`src/logic/hdrl_params.svh`:
```
// constants of the hub descriptor and bus-reset logic
`ifndef HDRL_PARAMS_SVH
`define HDRL_PARAMS_SVH

// descriptor byte offsets
`define HDRL_OFS_LENGTH     5'h00
`define HDRL_OFS_TYPE       5'h01
`define HDRL_OFS_REL_LO     5'h02
`define HDRL_OFS_REL_HI     5'h03
`define HDRL_OFS_CLASS      5'h04
`define HDRL_OFS_SUBCLASS   5'h05
`define HDRL_OFS_PROTOCOL   5'h06
`define HDRL_OFS_MAXPKT     5'h07
`define HDRL_OFS_VID_LO     5'h08
`define HDRL_OFS_VID_HI     5'h09
`define HDRL_OFS_PID_LO     5'h0a
`define HDRL_OFS_PID_HI     5'h0b
`define HDRL_OFS_DID_LO     5'h0c
`define HDRL_OFS_DID_HI     5'h0d
`define HDRL_OFS_MFG_IDX    5'h0e
`define HDRL_OFS_PROD_IDX   5'h0f
`define HDRL_OFS_SER_IDX    5'h10
`define HDRL_OFS_NUM_CFG    5'h11

// descriptor field values
`define HDRL_DESC_LENGTH    8'h12
`define HDRL_DESC_TYPE_DEV  8'h01
`define HDRL_DESC_RELEASE   16'h0200
`define HDRL_DESC_CLASS_HUB 8'h09
`define HDRL_DESC_SUBCLASS  8'h00
`define HDRL_DESC_PROTOCOL  8'h00
`define HDRL_DESC_MAXPKT0   8'h40
`define HDRL_DESC_NUM_CFG   8'h01
`define HDRL_STR_NONE       8'h00
`define HDRL_STR_MFG        8'h01
`define HDRL_STR_PROD       8'h02
`define HDRL_STR_SER        8'h03

// reset values of hub-level state, and the all-fields-loaded mask
`define HDRL_ADDR_DEFAULT   7'h00
`define HDRL_CFG_NONE       8'h00
`define HDRL_PWR_OFF        3'h0
`define HDRL_ID_DEFAULT     16'h0000
`define HDRL_FLD_ALL        3'h7

`endif

```
`src/logic/hdrl_pkg.sv`:
```
// types shared by the hub descriptor and bus-reset logic
package hdrl_pkg;

	typedef struct packed {
		logic        valid;
		logic [1:0]  sel;
		logic [15:0] value;
	} hdrl_id_load_t;

	typedef struct packed {
		logic        valid;
		logic [4:0]  offset;
	} hdrl_desc_req_t;

	typedef struct packed {
		logic        valid;
		logic [7:0]  data;
		logic        last;
	} hdrl_desc_rsp_t;

	typedef enum logic [1:0] {
		HDRL_ST_LOADING   = 2'b00,
		HDRL_ST_ATTACHED  = 2'b01,
		HDRL_ST_SUSPENDED = 2'b10
	} hdrl_state_t;

endpackage : hdrl_pkg

```
`src/logic/hdrl_desc_rom.sv`:
```
// device descriptor byte store with registered read data
`timescale 1ns/1ns
`include "hdrl_params.svh"

module hdrl_desc_rom
	import hdrl_pkg::*;
(
	input  wire logic        sys_clk_in,
	input  wire logic        rstn_in,
	input  wire logic        rd_en_in,
	input  wire logic [4:0]  rd_ofs_in,
	input  wire logic        string_en_in,
	input  wire logic [15:0] vid_in,
	input  wire logic [15:0] pid_in,
	input  wire logic [15:0] did_in,
	output logic      [7:0]  rd_data_out
);

	logic [7:0] byte_sel;

	localparam logic [15:0] DESC_REL = `HDRL_DESC_RELEASE;

	// multi-byte fields go out low byte first
	always_comb begin
		unique case (rd_ofs_in)
			`HDRL_OFS_LENGTH:   byte_sel = `HDRL_DESC_LENGTH;
			`HDRL_OFS_TYPE:     byte_sel = `HDRL_DESC_TYPE_DEV;
			`HDRL_OFS_REL_LO:   byte_sel = DESC_REL[7:0];
			`HDRL_OFS_REL_HI:   byte_sel = DESC_REL[15:8];
			`HDRL_OFS_CLASS:    byte_sel = `HDRL_DESC_CLASS_HUB;
			`HDRL_OFS_SUBCLASS: byte_sel = `HDRL_DESC_SUBCLASS;
			`HDRL_OFS_PROTOCOL: byte_sel = `HDRL_DESC_PROTOCOL;
			`HDRL_OFS_MAXPKT:   byte_sel = `HDRL_DESC_MAXPKT0;
			`HDRL_OFS_VID_LO:   byte_sel = vid_in[7:0];
			`HDRL_OFS_VID_HI:   byte_sel = vid_in[15:8];
			`HDRL_OFS_PID_LO:   byte_sel = pid_in[7:0];
			`HDRL_OFS_PID_HI:   byte_sel = pid_in[15:8];
			`HDRL_OFS_DID_LO:   byte_sel = did_in[7:0];
			`HDRL_OFS_DID_HI:   byte_sel = did_in[15:8];
			`HDRL_OFS_MFG_IDX:  byte_sel = string_en_in ? `HDRL_STR_MFG  : `HDRL_STR_NONE;
			`HDRL_OFS_PROD_IDX: byte_sel = string_en_in ? `HDRL_STR_PROD : `HDRL_STR_NONE;
			`HDRL_OFS_SER_IDX:  byte_sel = string_en_in ? `HDRL_STR_SER  : `HDRL_STR_NONE;
			`HDRL_OFS_NUM_CFG:  byte_sel = `HDRL_DESC_NUM_CFG;
			default:            byte_sel = 8'h00;
		endcase
	end

	always_ff @(posedge sys_clk_in or negedge rstn_in) begin
		if (!rstn_in) begin
			rd_data_out <= 8'h00;
		end else if (rd_en_in) begin
			rd_data_out <= byte_sel;
		end
	end

endmodule : hdrl_desc_rom

```
`src/logic/hdrl_hub_enum.sv`:
```
// upstream enumeration logic: attach gating, bus-reset actions, descriptor
//
// Functional notes
// - no attach until all descriptor fields loaded
// - upstream bus reset never forwarded downstream
// - bus reset returns device address to zero
// - bus reset returns hub to unconfigured
// - bus reset clears downstream port power enables
// - bus reset empties all translator buffers
// - bus reset wakes a suspended hub
// - high-speed disabled: attach full-speed, full-speed descriptor
// - length 12h, type 01h, one configuration
// - release 0200h, control max packet 40h
// - class 09h, subclass and protocol 00h
// - vendor, product, device ids from defaults or load
// - string indexes 00 or 01/02/03 per string enable
`timescale 1ns/1ns
`include "hdrl_params.svh"

module hdrl_hub_enum
	import hdrl_pkg::*;
#(
	parameter logic [15:0] DEF_VID   = `HDRL_ID_DEFAULT,
	parameter logic [15:0] DEF_PID   = `HDRL_ID_DEFAULT,
	parameter logic [15:0] DEF_DID   = `HDRL_ID_DEFAULT,
	parameter int          NUM_PORTS = 3
)(
	input  wire logic                 sys_clk_in,
	input  wire logic                 rstn_in,
	input  wire logic                 use_rom_defaults_in,
	input  hdrl_id_load_t             id_load_in,
	input  wire logic                 load_done_in,
	input  wire logic                 string_en_in,
	input  wire logic                 hs_disable_in,
	input  wire logic                 bus_reset_in,
	input  wire logic                 suspend_req_in,
	input  wire logic                 resume_in,
	input  wire logic                 set_address_in,
	input  wire logic [6:0]           new_address_in,
	input  wire logic                 set_config_in,
	input  wire logic [7:0]           new_config_in,
	input  wire logic                 port_power_set_in,
	input  wire logic [NUM_PORTS:1]   port_power_value_in,
	input  hdrl_desc_req_t            desc_req_in,
	output logic                      attach_out,
	output logic                      full_speed_only_out,
	output logic                      suspended_out,
	output logic [6:0]                dev_address_out,
	output logic [7:0]                config_value_out,
	output logic [NUM_PORTS:1]        port_power_control_out,
	output logic                      tt_flush_out,
	output logic                      downstream_reset_out,
	output hdrl_desc_rsp_t            desc_rsp_out
);

	// ------------------------------------------------------------
	// input synchronisers
	// ------------------------------------------------------------
	// the bus reset and suspend levels come from the line state detector
	// on this clock; the enable straps are pins and need two flops
	logic [1:0] hs_dis_sync_reg;
	logic [1:0] str_en_sync_reg;

	always_ff @(posedge sys_clk_in or negedge rstn_in) begin
		if (!rstn_in) begin
			hs_dis_sync_reg <= 2'b00;
			str_en_sync_reg <= 2'b00;
		end else begin
			hs_dis_sync_reg <= {hs_dis_sync_reg[0], hs_disable_in};
			str_en_sync_reg <= {str_en_sync_reg[0], string_en_in};
		end
	end

	logic hs_dis;
	logic str_en;
	assign hs_dis = hs_dis_sync_reg[1];
	assign str_en = str_en_sync_reg[1];

	// ------------------------------------------------------------
	// strap settling
	// ------------------------------------------------------------
	// straps are trusted only once both stages hold pin values;
	// attaching sooner would latch the reset value as the speed mode
	logic [1:0] strap_fill_reg;
	logic       straps_ok;

	always_ff @(posedge sys_clk_in or negedge rstn_in) begin
		if (!rstn_in) begin
			strap_fill_reg <= 2'b00;
		end else begin
			strap_fill_reg <= {strap_fill_reg[0], 1'b1};
		end
	end

	assign straps_ok = strap_fill_reg[1];

	// ------------------------------------------------------------
	// bus reset edge
	// ------------------------------------------------------------
	logic bus_reset_d_reg;
	logic bus_reset_rise;

	always_ff @(posedge sys_clk_in or negedge rstn_in) begin
		if (!rstn_in) begin
			bus_reset_d_reg <= 1'b0;
		end else begin
			bus_reset_d_reg <= bus_reset_in;
		end
	end

	assign bus_reset_rise = bus_reset_in & ~bus_reset_d_reg;

	// ------------------------------------------------------------
	// descriptor field load
	// ------------------------------------------------------------
	logic [15:0] vid_reg;
	logic [15:0] pid_reg;
	logic [15:0] did_reg;
	logic [2:0]  fld_valid_reg;
	logic        all_loaded;

	always_ff @(posedge sys_clk_in or negedge rstn_in) begin
		if (!rstn_in) begin
			vid_reg       <= `HDRL_ID_DEFAULT;
			pid_reg       <= `HDRL_ID_DEFAULT;
			did_reg       <= `HDRL_ID_DEFAULT;
			fld_valid_reg <= 3'h0;
		end else if (fld_valid_reg != `HDRL_FLD_ALL || !load_done_in) begin
			// fields are frozen once all are loaded and load_done_in is high, so enumeration stays stable
			if (use_rom_defaults_in) begin
				vid_reg       <= DEF_VID;
				pid_reg       <= DEF_PID;
				did_reg       <= DEF_DID;
				fld_valid_reg <= `HDRL_FLD_ALL;
			end else if (id_load_in.valid) begin
				unique case (id_load_in.sel)
					2'b00: begin
						vid_reg          <= id_load_in.value;
						fld_valid_reg[0] <= 1'b1;
					end
					2'b01: begin
						pid_reg          <= id_load_in.value;
						fld_valid_reg[1] <= 1'b1;
					end
					2'b10: begin
						did_reg          <= id_load_in.value;
						fld_valid_reg[2] <= 1'b1;
					end
					// select code 3 names no field and is dropped
					default: begin
						fld_valid_reg <= fld_valid_reg;
					end
				endcase
			end
		end
	end

	// attach also waits until the straps have settled
	assign all_loaded = (fld_valid_reg == `HDRL_FLD_ALL) && load_done_in && straps_ok;

	// ------------------------------------------------------------
	// attach and power state
	// ------------------------------------------------------------
	hdrl_state_t state_reg;
	hdrl_state_t state_next;

	always_comb begin
		state_next = state_reg;
		unique case (state_reg)
			HDRL_ST_LOADING: begin
				if (all_loaded) begin
					state_next = HDRL_ST_ATTACHED;
				end
			end
			HDRL_ST_ATTACHED: begin
				// a reset in the same cycle keeps the hub awake
				if (suspend_req_in && !bus_reset_in) begin
					state_next = HDRL_ST_SUSPENDED;
				end
			end
			HDRL_ST_SUSPENDED: begin
				if (bus_reset_in || resume_in) begin
					state_next = HDRL_ST_ATTACHED;
				end
			end
			default: begin
				state_next = HDRL_ST_LOADING;
			end
		endcase
	end

	always_ff @(posedge sys_clk_in or negedge rstn_in) begin
		if (!rstn_in) begin
			state_reg <= HDRL_ST_LOADING;
		end else begin
			state_reg <= state_next;
		end
	end

	always_ff @(posedge sys_clk_in or negedge rstn_in) begin
		if (!rstn_in) begin
			attach_out          <= 1'b0;
			full_speed_only_out <= 1'b0;
			suspended_out       <= 1'b0;
		end else begin
			attach_out    <= (state_next != HDRL_ST_LOADING);
			suspended_out <= (state_next == HDRL_ST_SUSPENDED);
			// speed mode latched while detached, held for the attachment
			if (state_reg == HDRL_ST_LOADING) begin
				full_speed_only_out <= hs_dis;
			end
		end
	end

	// ------------------------------------------------------------
	// hub-level state and bus reset actions
	// ------------------------------------------------------------
	// a bus reset outranks a set request landing in the same cycle
	always_ff @(posedge sys_clk_in or negedge rstn_in) begin
		if (!rstn_in) begin
			dev_address_out <= `HDRL_ADDR_DEFAULT;
		end else if (bus_reset_in) begin
			dev_address_out <= `HDRL_ADDR_DEFAULT;
		end else if (set_address_in) begin
			dev_address_out <= new_address_in;
		end
	end

	always_ff @(posedge sys_clk_in or negedge rstn_in) begin
		if (!rstn_in) begin
			config_value_out <= `HDRL_CFG_NONE;
		end else if (bus_reset_in) begin
			config_value_out <= `HDRL_CFG_NONE;
		end else if (set_config_in) begin
			config_value_out <= new_config_in;
		end
	end

	localparam logic [NUM_PORTS:1] PWR_OFF = NUM_PORTS'(`HDRL_PWR_OFF);

	// one power enable per downstream port
	for (genvar p = 1; p <= NUM_PORTS; p++) begin : g_port_pwr
		always_ff @(posedge sys_clk_in or negedge rstn_in) begin
			if (!rstn_in) begin
				port_power_control_out[p] <= PWR_OFF[p];
			end else if (bus_reset_in) begin
				port_power_control_out[p] <= PWR_OFF[p];
			end else if (port_power_set_in) begin
				port_power_control_out[p] <= port_power_value_in[p];
			end
		end
	end

	always_ff @(posedge sys_clk_in or negedge rstn_in) begin
		if (!rstn_in) begin
			tt_flush_out         <= 1'b0;
			downstream_reset_out <= 1'b0;
		end else begin
			tt_flush_out         <= bus_reset_rise;
			// the upstream reset is absorbed here, never passed on
			downstream_reset_out <= 1'b0;
		end
	end

	// ------------------------------------------------------------
	// full-speed device descriptor readout
	// ------------------------------------------------------------
	logic [7:0] rom_data;
	logic       rsp_pend_reg;
	logic       rsp_last_reg;

	hdrl_desc_rom u_rom (
		.sys_clk_in   (sys_clk_in),
		.rstn_in      (rstn_in),
		.rd_en_in     (desc_req_in.valid),
		.rd_ofs_in    (desc_req_in.offset),
		.string_en_in (str_en),
		.vid_in       (vid_reg),
		.pid_in       (pid_reg),
		.did_in       (did_reg),
		.rd_data_out  (rom_data)
	);

	always_ff @(posedge sys_clk_in or negedge rstn_in) begin
		if (!rstn_in) begin
			rsp_pend_reg <= 1'b0;
			rsp_last_reg <= 1'b0;
		end else begin
			rsp_pend_reg <= desc_req_in.valid;
			rsp_last_reg <= (desc_req_in.offset == `HDRL_OFS_NUM_CFG);
		end
	end

	// answer one cycle after request, the registered byte
	always_comb begin
		desc_rsp_out.valid = rsp_pend_reg;
		desc_rsp_out.data  = rom_data;
		desc_rsp_out.last  = rsp_pend_reg & rsp_last_reg;
	end

endmodule : hdrl_hub_enum

```
`config.mk`:
```
export PLATFORM = sky130hd
export DESIGN_NAME = hdrl_hub_enum
export DESIGN_NICKNAME = d
export VERILOG_FILES = /design/src/logic/hdrl_pkg.sv /design/src/logic/hdrl_desc_rom.sv /design/src/logic/hdrl_hub_enum.sv
export VERILOG_INCLUDE_DIRS = /design/src /design/src/logic
export SDC_FILE = /design/constraint.sdc
export NUM_CORES = 1
export LEC_CHECK = 0
export BUFFER_PORTS_ARGS = -buffer_cell sky130_fd_sc_hd__buf_2
export CAP_MARGIN = 20
export CORE_MARGIN = 2
export CORE_UTILIZATION = 50
export CTS_CLUSTER_SIZE = 14
export DETAILED_ROUTE_END_ITERATION = 7
export PLACE_DENSITY_LB_ADDON = 0.08
export SKIP_CTS_REPAIR_TIMING = 1
export SYNTH_ARGS = -nofsm -noshare
export SYNTH_HDL_FRONTEND = slang
export SYNTH_HIERARCHICAL = 1
export SYNTH_SLANG_ARGS = --single-unit
```
`constraint.sdc`:
```
create_clock -name sys_clk_in -period 1.2 [get_ports sys_clk_in]
set_input_delay 0.06 -clock sys_clk_in [delete_from_list [all_inputs] [get_ports sys_clk_in]]
set_output_delay 0.06 -clock sys_clk_in [all_outputs]
set_load 0.03 [all_outputs]
```
# After elaboration in Yosys (flattened, before gate mapping)
# Cells that the tools add are included.
[word_totals]
word_cells = 101
register_bits = 92
[op_classes]
muxes = 32
n_bitwise = 3
n_reduce_logical = 22
n_eq_ne = 21
[op_table]
columns = ["op", "n"]
rows = [
  ["2-to-1 mux 16 bit", 9],
  ["case mux 8 bit (14 select lines)", 1],
  ["equality test 5 x 4 -> 1 bit (second input constant)", 8],
  ["2-to-1 mux 8 bit", 2],
  ["nonzero test 2 bit", 8],
  ["2-to-1 mux 7 bit", 2],
  ["equality test 5 x 3 -> 1 bit (second input constant)", 2],
  ["equality test 5 bit (second input constant)", 2],
  ["2-to-1 mux 1 bit", 10],
  ["2-to-1 mux 2 bit", 5],
  ["AND reduction 3 bit", 3],
  ["equality test 2 bit (second input constant)", 3],
  ["2-to-1 mux 3 bit", 2],
  ["case mux 2 bit (3 select lines)", 1],
  ["equality test 5 x 1 -> 1 bit (second input constant)", 1],
  ["equality test 5 x 2 -> 1 bit (second input constant)", 1],
  ["logical NOT 5 bit", 1],
  ["equality test 2 x 1 -> 1 bit (second input constant)", 2],
  ["logical NOT 2 bit", 2],
  ["equality test 3 bit (second input constant)", 1],
  ["logical AND 1 bit", 3],
  ["inequality test 3 bit (second input constant)", 1],
  ["bitwise AND 1 bit", 2],
  ["logical NOT 1 bit", 2],
  ["3 further kinds", 4],
]

# Longest topological paths before layout
# Gate-level depths: netlist (run 1).
[logic_depth]
word_depth = 6
depth_mapped = 6
depth_no_buf = 4

# Cells and area by module
# Netlist (run 1), hierarchy kept.
[by_module_without_submodules]
columns = ["mod", "cells_each", "area_per_inst_um2", "instances", "seq_area_each_um2"]
rows = [
  ["hdrl_hub_enum", 338, 3743.6, 1, 2102.0],
  ["hdrl_desc_rom", 118, 1002.2, 1, 200.2],
]

# Least setup slack after synthesis (run 1)
# No wires, ideal clock.
[synth_timing]
path_kind = "reg-to-reg"
startpoint = "register did_reg[0]"
endpoint = "register u_rom.rd_data_out[0]"
t_required_ps = 1062
setup_slack_ps = -53
path_stages_with_launch = 5
arrival_ps = 1115
path_cell_list = "dfrtp_1 -> nand2b_1 -> a32o_1 -> a221oi_2 -> o221ai_1"
[synth_between]
elab_chain_len = 1
[synth_rtl]
columns = ["element", "line_no", "rtl"]
rows = [
  ["start, declared", "hdrl_hub_enum.sv:118", "logic [15:0] did_reg;"],
  ["start signal, assigned", "hdrl_hub_enum.sv:126", "did_reg <= `HDRL_ID_DEFAULT;"],
  ["start signal, assigned", "hdrl_hub_enum.sv:146", "did_reg <= id_load_in.value;"],
  ["case mux 8 bit (14 select lines)", "hdrl_desc_rom.sv:25", "unique case (rd_ofs_in)"],
  ["end signal, assigned", "hdrl_desc_rom.sv:52", "rd_data_out <= byte_sel;"],
  ["end, declared", "hdrl_desc_rom.sv:16", "output logic [7:0] rd_data_out"],
]
# No other way between the ends.
# A chain may end at the register's enable or synchronous reset.

# Worst setup path in the final report (run 1)
# Same ends and word-level chain as after synthesis.

==> results of run 1 <==
-- layout make-up --
type,instances,share of cell area (%)
Sequential cell,92,37.4
Clock inverter,4,0.570
Timing Repair Buffer,162,18.4
Inverter,13,0.793
Clock buffer,11,2.30
Multi-Input combinational cell,313,37.8
Tap cell,129,2.62
-- cells in the mapped netlist (4+ instances only) --
master    count
nand3b_1      4
clkbuf_1     11
o221ai_1     49
nand2_1      51
dfrtp_1      92
nor2_1       29
o22ai_1       7
inv_1        11
buf_6         5
buf_2        13
buf_4         9
mux2_2        6
mux2i_1      28
nand2b_1     72
a21oi_1       6
nor2b_1       5
-- per-stage QoR --
| step | worst slack (ps) | utilization [%] | instances |
|---|---|---|---|
| 6_report | -83.6 | 66.6 | 724 |
| 5_1_grt | -105 | 66.6 | 724 |
| 4_1_cts | -109 | 61.7 | 696 |
| 3_5_place_dp | -161 | 59.7 | 681 |
| 3_3_place_gp | -118 | 59.7 | 681 |
| 2_1_floorplan | -5.95 | - | 456 |
-- metal layers --
metal	vias up	global-route usage [%]	share of wire [%]
met5	-	0	0
met4	0	7.80	1.8
met3	15	3.93	4.1
met2	108	36.2	47
met1	1959	35.3	47
li1	1906	-	-
-- worst min-delay path by stage --
stage	endpoint	slack, ps	start	cells past startpoint
final	port_power_control_out[3]$_DFFE_PN0P_	30	port_power_set_in	3
after global routing	port_power_control_out[3]$_DFFE_PN0P_	50	port_power_set_in	3
after CTS	config_value_out[5]$_DFFE_PN0P_	-410	rstn_in	1
after detailed placement	config_value_out[5]$_DFFE_PN0P_	-7	rstn_in	1
after global placement	config_value_out[5]$_DFFE_PN0P_	-20	rstn_in	1
after floorplan	attach_out$_DFF_PN0_	-240	rstn_in	0
-- logic make-up (layout without fill, tap and decap cells) --
logic type / Yosys count / after routing
AO/OA/AOI/OAI: 88 / 88
buffers and inverters: 51 / 190
flip-flops: 92 / 92
multiplexers: 35 / 35
other: 2 / 2
AND/OR/NAND/NOR: 188 / 188
-- power groups by stage --
stage / registers (mW) / clock network [mW] / logic (mW)
3_3_place_gp: 3.83 / 0 / 1.62
4_1_cts: 3.78 / 2.01 / 1.68
3_5_place_dp: 3.84 / 0 / 1.67
2_1_floorplan: 3.92 / 0 / 0.886
5_1_grt: 3.83 / 2.13 / 2.06
6_report: 3.79 / 1.96 / 1.88
-- worst max-delay path, delay by kind of cell, from the launching register on --
family / cells / cell delay [ps]
DFF: 1 / 410
and+or+nand+nor: 1 / 140
AOI/OAI and AO/OA: 3 / 610
==> impl_metrics.tcl, run 1 <==
set metrics [dict create \
    rrSetupSlack_ps -80 \
    viasPerCell 5.51 \
    yosysWarnings 6 \
    clock_path_buffers 2 \
    crit_chain "nand2b_4 -> a32o_1 -> a221oi_2 -> o221ai_1" \
    synth_xor_area_share_pct 0 \
    syn_to_final_growth_pct 29.6 \
    io_buffers 86 \
    finalWirelength_um 12400 \
    nNetsFinal 646 \
    violations "setup timing" \
    seq_power_share_pct 49.6 \
    whs_ps 30.1 \
    ys_seq_area_share_pct 48.5 \
    finalHoldViolCount 0 \
    final-seq-area_um2 2300 \
    firstDrtPassIters 5 \
    power_density_nw_per_um2 1240 \
    die_x_um 101 \
    ys_ff_latch 92 \
    dr_total_vias 3988 \
    start_util_pct 51.4 \
    gp_congestion 0.931 \
    insertion_delay_ps 370 \
    swShare_pct 31.9 \
    final_common_cell "dfrtp_1" \
    syn_area_um2 4750 \
    r2r_end "u_rom/rd_data_out[0]$_DFFE_PN0P_" \
    chipHeight_um 101 \
    final_antenna_net_count 0 \
    p_clk_share_pct 25.7 \
    intPower_mw 5.20 \
    cp-startpoint "did_reg[0]$_DFFE_PN0P_" \
    period_minus_slack_ps 1280 \
    fin_area_um2 6150 \
    total_power_mw 7.63 \
    grt_pass1_vias 3771 \
    synth.top_cell.area_share_pct 48.5 \
    synth_edf_count 0 \
    synth_compound_area_share_pct 16.0 \
    endpoint "u_rom/rd_data_out[0]$_DFFE_PN0P_" \
    synth.net_count 511 \
    max_freq_ghz 0.779 \
    io-pin-count 88 \
    synth.area.mux_share_pct 7.80 \
    worstReg2RegStart "did_reg[0]$_DFFE_PN0P_" \
    netlist_instances 456 \
    cp_max_fo 2 \
    drt_iter0_markers 199 \
    dpl_cell_area_um2 5520 \
    crit_type "reg -> reg" \
    drc_errors 0 \
    worstSetupStartpointType "register" \
    p_switching_mw 2.43 \
    antenna_found_initial 0 \
    overflow 0 \
    ff2ff_path_depth 4 \
    share_comb_of_total_power_pct 24.6 \
    dp.final_hpwl_um 8190 \
    layout_common_cells "dfrtp_1 (92), buf_2 (85), nand2b_1 (71)" \
    cts_buffers 9 \
    cp-end-kind "register" \
    required_ps 1440 \
    synth_area_leaders "dfrtp_1 (49%), nand2b_1 (9.5%), o221ai_1 (9.0%)" \
    final_layout_size_suffix_gt1_share_pct 33.1 \
    finalSetupTns_ps -187 \
    grt_usage_pct 23.9 \
    clock_skew_ps 13.1 \
    rsz0062_at_grt "yes" \
    grt_max_degree 49 \
    synth_top_family_by_area "simple AND/OR/NAND/NOR gates" \
    post-route-period-util_pct 107 \
    yosys.area.top_type "dfrtp_1" \
    wl_per_cell_um 17.1 \
    n_fill_cell 754 \
    finalWorstSetupSlack_ps -83.6 \
    yosysUniqueCellTypes 53 \
    synthAdderAreaFrac_pct 0 \
    cts_sinks 92 \
    cp_data_arrival_time_ps 1520 \
    ys.flop_type "dfrtp_1" \
    cap_violations 0 \
    multi_input_area_um2 2330 \
    status "complete, but fails checks" \
    row_count 35 \
    drv_slew 0 \
    async_flop_share_pct 100 \
    htreeDepth 3 \
    hold_class "in -> reg" \
    clkTransAtPathRegs_ps 90 \
    diodes 0 \
    cts_tree "yes" \
    synth_simple_gate_area_share_pct 21.7 \
    grt_pass1_wl_um 19100 \
    root_buffer "clkbuf_8" \
    fp.dieArea_um2 10300 \
    ir_drop_uv 684 \
    core-area_um2 9240 \
    syn_avg_cell_area_um2 10.4 \
    p_leak_nw 2.78 \
    setup_viol 5 \
    crit_path_max_incr_delay_ps 410 \
    cp_slowest_cell "dfrtp_1" \
]
Power figures use the tool's default switching activity.
==> run 2, diff against run 1 <==
--- a/config.mk
+++ b/config.mk
@@ -6,12 +6,12 @@
 export SDC_FILE = /design/constraint.sdc
 export NUM_CORES = 1
 export LEC_CHECK = 0
-export BUFFER_PORTS_ARGS = -buffer_cell sky130_fd_sc_hd__buf_2
 export CAP_MARGIN = 20
 export CORE_MARGIN = 2
-export CORE_UTILIZATION = 50
+export CORE_UTILIZATION = 57
 export CTS_CLUSTER_SIZE = 14
 export DETAILED_ROUTE_END_ITERATION = 7
+export DONT_BUFFER_PORTS = 1
 export PLACE_DENSITY_LB_ADDON = 0.08
 export SKIP_CTS_REPAIR_TIMING = 1
 export SYNTH_ARGS = -nofsm -noshare
==> impl_metrics.tcl, run 2 (synthesized netlist as in run 1, its figures left out) <==
set metrics [dict create \
    final-seq-area_um2 2300 \
    hold_class "in -> async" \
    clock_path_buffers 2 \
    fin_cells 584 \
    grt_pass1_vias 3405 \
    worstSetupStartpointType "register" \
    firstDrtPassIters 5 \
    dp_cells 549 \
    overflow 0 \
    finalWirelength_um 11500 \
    period_minus_slack_ps 1250 \
    finalWorstSetupSlack_ps -45.9 \
    core-area_um2 8130 \
    ir_drop_uv 878 \
    setup_viol 1 \
    final_antenna_net_count 0 \
    viasPerCell 6.30 \
    drv_slew 0 \
    status "complete, but fails checks" \
    insertion_delay_ps 360 \
    final_core_util_pct 66.5 \
    power_density_nw_per_um2 1450 \
    io-pin-count 88 \
    start_util_pct 58.3 \
    gp_congestion 0.803 \
    crit_type "reg -> reg" \
    cts_sinks 92 \
    dr_total_vias 3679 \
    htreeDepth 3 \
    post-route-period-util_pct 104 \
    root_buffer "clkbuf_8" \
    n_fill_cell 632 \
    fin_area_um2 5410 \
    rsz0062_at_grt "yes" \
    syn_to_final_growth_pct 14.0 \
    final_layout_size_suffix_gt1_share_pct 17.3 \
    clkTransAtPathRegs_ps 90 \
    wl_per_cell_um 19.6 \
    whs_ps -616 \
    io_buffers 0 \
    max_freq_ghz 0.803 \
    die_x_um 95.2 \
    clock_skew_ps 7.26 \
    multi_input_area_um2 2250 \
    dpl_cell_area_um2 4850 \
    cap_violations 0 \
    drc_errors 0 \
    drt_iter0_markers 285 \
    diodes 0 \
    fp.dieArea_um2 9070 \
    antenna_found_initial 0 \
    dp.final_hpwl_um 7040 \
    cts_buffers 9 \
    cp_max_fo 2 \
    nNetsFinal 529 \
    grt_pass1_wl_um 17200 \
    grt_usage_pct 24.8 \
    violations "hold timing, setup timing" \
    chipHeight_um 95.2 \
    grt_max_degree 93 \
    layout_common_cells "dfrtp_1 (92), nand2b_1 (71), nand2_1 (51)" \
    finalHoldViolCount 127 \
    required_ps 1430 \
    p_leak_nw 2.30 \
    finalSetupTns_ps -45.9 \
    rrSetupSlack_ps -50 \
    cts_tree "yes" \
    final_common_cell "dfrtp_1" \
    cp-end-kind "register" \
    cp_data_arrival_time_ps 1470 \
    row_count 33 \
]
run 2: changes by cell type in the layout (fill, tap and decap cells not counted), sizes merged:
cell | previous run | this run
buf | 137 | 32
dlygate4sd3 | 24 | 12
bufinv | 0 | 3
clkinvlp | 2 | 0
inv | 14 | 16
clkbuf | 12 | 11
clkinv | 1 | 0
run 2: worst max-delay path: stages, from the launching register on:
cell	delay [ps]
dfrtp_1	380
nand2b_4	130
a32o_2	240
a221oi_2	230
o221ai_1	140
run 2: final cells by class:
class / instances / share of cell area, %
sequential: 92 / 42.6
multi-input combinational: 313 / 41.6
timing repair buffer: 45 / 7.79
clock buffer: 10 / 2.54
tap: 105 / 2.43
clock inverter: 6 / 2.15
inverter: 13 / 0.902
run 2: path summary, 6_finish.rpt:
kind,endpoint,startpoint,depth (start not counted)
setup reg to reg,u_rom/rd_data_out[0]$_DFFE_PN0P_,did_reg[0]$_DFFE_PN0P_,4
max in group asynchronous,pid_reg[2]$_DFFE_PN0P_,rstn_in,0
setup / recovery,u_rom/rd_data_out[0]$_DFFE_PN0P_,did_reg[0]$_DFFE_PN0P_,4
hold / removal,config_value_out[4]$_DFFE_PN0P_,rstn_in,0
hold reg to reg,strap_fill_reg[1]$_DFF_PN0_,strap_fill_reg[0]$_DFF_PN0_,0
min in group sys_clk_in,rsp_pend_reg$_DFF_PN0_,desc_req_in[5],0
run 2: metrics by stage:
step / power [mW] / setup WS, ps
4_1_cts: 7.66 / -47.1
2_1_floorplan: 4.81 / -5.95
3_3_place_gp: 5.00 / -14.9
5_1_grt: 8.16 / -71.0
6_report: 7.82 / -45.9
3_5_place_dp: 5.06 / -35.0
run 2: layer usage:
metal	vias to the layer above	global-route usage [%]	wire, µm
met1	1827	36.5	5130
met4	0	10.1	276
met5	-	0	0
met2	169	37.3	5210
met3	19	3.24	848
li1	1664	-	-
run 2: report_power, final:
part	total [mW]	internal (mW)	leakage (nW)	switching [mW]
clock network	2.62	1.46	0.128	1.16
registers	3.88	3.48	1.20	0.399
logic	1.32	0.706	0.973	0.616
==> run 3, diff against run 2 <==
--- a/config.mk
+++ b/config.mk
@@ -6,6 +6,8 @@
 export SDC_FILE = /design/constraint.sdc
 export NUM_CORES = 1
 export LEC_CHECK = 0
+export ABC_AREA = 1
+export ABC_CLOCK_PERIOD_IN_PS = 1100
 export CAP_MARGIN = 20
 export CORE_MARGIN = 2
 export CORE_UTILIZATION = 57
==> constraint.sdc (replaced) <==
create_clock -name sys_clk_in -period 1.1 [get_ports sys_clk_in]
set_input_delay 0.055 -clock sys_clk_in [delete_from_list [all_inputs] [get_ports sys_clk_in]]
set_output_delay 0.055 -clock sys_clk_in [all_outputs]
set_load 0.03 [all_outputs]
==> impl_metrics.tcl, run 3 <==
set metrics [dict create \
    yosysMostFrequentCell "nand2_1" \
    worstSetupStartpointType "input pin" \
    grt_usage_pct 25.1 \
    finalHoldViolCount 102 \
    io_buffers 0 \
    yosys.area.top_type "dfrtp_1" \
    io-pin-count 88 \
    tightestPinTransition_ps 791 \
    required_ps 1340 \
    layout_common_cells "nand2_1 (189), dfrtp_1 (92), nand3_1 (73)" \
    syn_avg_cell_area_um2 7.86 \
    setup_viol 52 \
    yosysUniqueCellTypes 27 \
    dr_total_vias 4277 \
    n_fill_cell 561 \
    fin_cells 774 \
    dp_cells 688 \
    ir_drop_uv 847 \
    synth.net_count 625 \
    grt_pass1_wl_um 16900 \
    gp_congestion 0.939 \
    cp_top_family "buffers and inverters" \
    cts_sinks 92 \
    fp.dieArea_um2 8590 \
    clkTransAtPathRegs_ps 100 \
    final-seq-area_um2 2300 \
    overflow 0 \
    finalWorstSetupSlack_ps -225 \
    ys_seq_area_share_pct 51.4 \
    period_minus_slack_ps 1330 \
    violations "hold timing, setup timing" \
    total_power_mw 8.03 \
    nNetsFinal 722 \
    worstReg2RegStart "fld_valid_reg[0]$_DFFE_PN0P_" \
    top_layer_used "met4" \
    row_count 32 \
    cp_slowest_cell "dlygate4sd3_1" \
    rrSetupSlack_ps -180 \
    htreeDepth 3 \
    crit_type "in -> reg" \
    ys.flop_type "dfrtp_1" \
    m1WireLength_um 4940 \
    wl_met3_um 1180 \
    chipHeight_um 92.7 \
    crit_chain "dlygate4sd3_1 -> nor2_1 -> nand3_1 -> nand2_1" \
    ff2ff_path_depth 7 \
    firstDrtPassIters 5 \
    whs_ps -623 \
    cap_violations 0 \
    critPathBufInv 1 \
    insertion_delay_ps 360 \
    final_common_cell "nand2_1" \
    drc_errors 0 \
    ys_ff_latch 92 \
    synth.top_cell.area_share_pct 51.4 \
    die_x_um 92.7 \
    syn_to_final_growth_pct 31.6 \
    cp_data_arrival_time_ps 1570 \
    final_antenna_net_count 0 \
    root_buffer "clkbuf_8" \
    wl_met2_um 6330 \
    crit_path_max_incr_delay_ps 1050 \
    clock_skew_ps 13.9 \
    synth_area_leaders "dfrtp_1 (51%), nand2_1 (18%), nand3_1 (8.9%)" \
    final_core_util_pct 76.7 \
    relSlewSlack_pct 47.1 \
    cts_tree "yes" \
    final_layout_size_suffix_gt1_share_pct 19.2 \
    dp.final_hpwl_um 6800 \
    p_leak_nw 3.09 \
    netlist_instances 570 \
    hold_class "in -> async" \
    clock_path_buffers 2 \
    synthTopCellsByCount "nand2_1 (211), dfrtp_1 (92), nand3_1 (80), inv_1 (63), nor2_1 (45)" \
    multi_input_area_um2 2040 \
    grt_max_degree 93 \
    syn_area_um2 4480 \
    drv_slew 0 \
    viasPerCell 5.53 \
    status "complete, but fails checks" \
    core-area_um2 7690 \
    cp_max_fo 14 \
    antenna_found_initial 0 \
    cp-end-kind "register" \
    grt_pass1_vias 3642 \
    synth_edf_count 0 \
    max_freq_ghz 0.754 \
    finalWirelength_um 12900 \
    diodes 0 \
    power_density_nw_per_um2 1360 \
    yosysWarnings 6 \
    drt_iter0_markers 324 \
    post-route-period-util_pct 120 \
    dpl_worst_slack_ps -577 \
    wl_per_cell_um 16.7 \
    cts_buffers 9 \
    async_flop_share_pct 100 \
    start_util_pct 58.3 \
    rsz0062_at_grt "yes" \
    r2r_end "vid_reg[12]$_DFFE_PN0P_" \
]
[run 3: worst max path at each step]
stage                     depth (start not counted)  slack, ps                         start                 endpoint
after floorplan                                   7          9  fld_valid_reg[2]$_DFFE_PN0P_   did_reg[0]$_DFFE_PN0P_
after global placement                            5       -500  fld_valid_reg[1]$_DFFE_PN0P_   pid_reg[6]$_DFFE_PN0P_
after detailed placement                          5       -580  fld_valid_reg[1]$_DFFE_PN0P_  did_reg[12]$_DFFE_PN0P_
after CTS                                         5       -590  fld_valid_reg[1]$_DFFE_PN0P_  did_reg[12]$_DFFE_PN0P_
after global routing                              4       -240           use_rom_defaults_in  did_reg[11]$_DFFE_PN0P_
final                                             4       -230           use_rom_defaults_in   pid_reg[7]$_DFFE_PN0P_
[run 3: per-stage QoR]
| step | area [µm²] | hold slack (ps) | TNS, ps |
|---|---|---|---|
| 6_report | 5900 | -623 | -8370 |
| 5_1_grt | 5900 | -635 | -9320 |
| 4_1_cts | 4950 | -626 | -25960 |
| 3_5_place_dp | 4730 | -239 | -24950 |
| 3_3_place_gp | 4730 | -238 | -23100 |
| 2_1_floorplan | 4490 | -241 | 0 |
[run 3: layer usage]
metal  vias to the layer above  GRT usage, %
met5                         -             0
met4                         0          12.5
met3                        42          4.72
met2                       263          40.5
met1                      1998          32.9
li1                       1974             -
[run 3: power breakdown]
| part | switching (mW) | internal [mW] |
|---|---|---|
| clock | 1.24 | 1.30 |
| combinational | 0.879 | 0.582 |
| sequential | 0.291 | 3.74 |
[run 3: cell families after synthesis]
family,after synthesis,synth area share [%]
AO/OA/AOI/OAI,20,2.49
buffers and inverters,88,9.22
flip-flops,92,51.4
other,2,0.168
AND/OR/NAND/NOR,368,36.7
[run 3: cell type report]
cell class                      count  share of cell area, %
Timing Repair Buffer               97                   15.9
Inverter                           67                   4.48
Clock buffer                        9                   2.10
Clock inverter                      7                   1.68
Sequential cell                    92                   39.0
Tap cell                          102                   2.16
Multi-Input combinational cell    400                   34.6
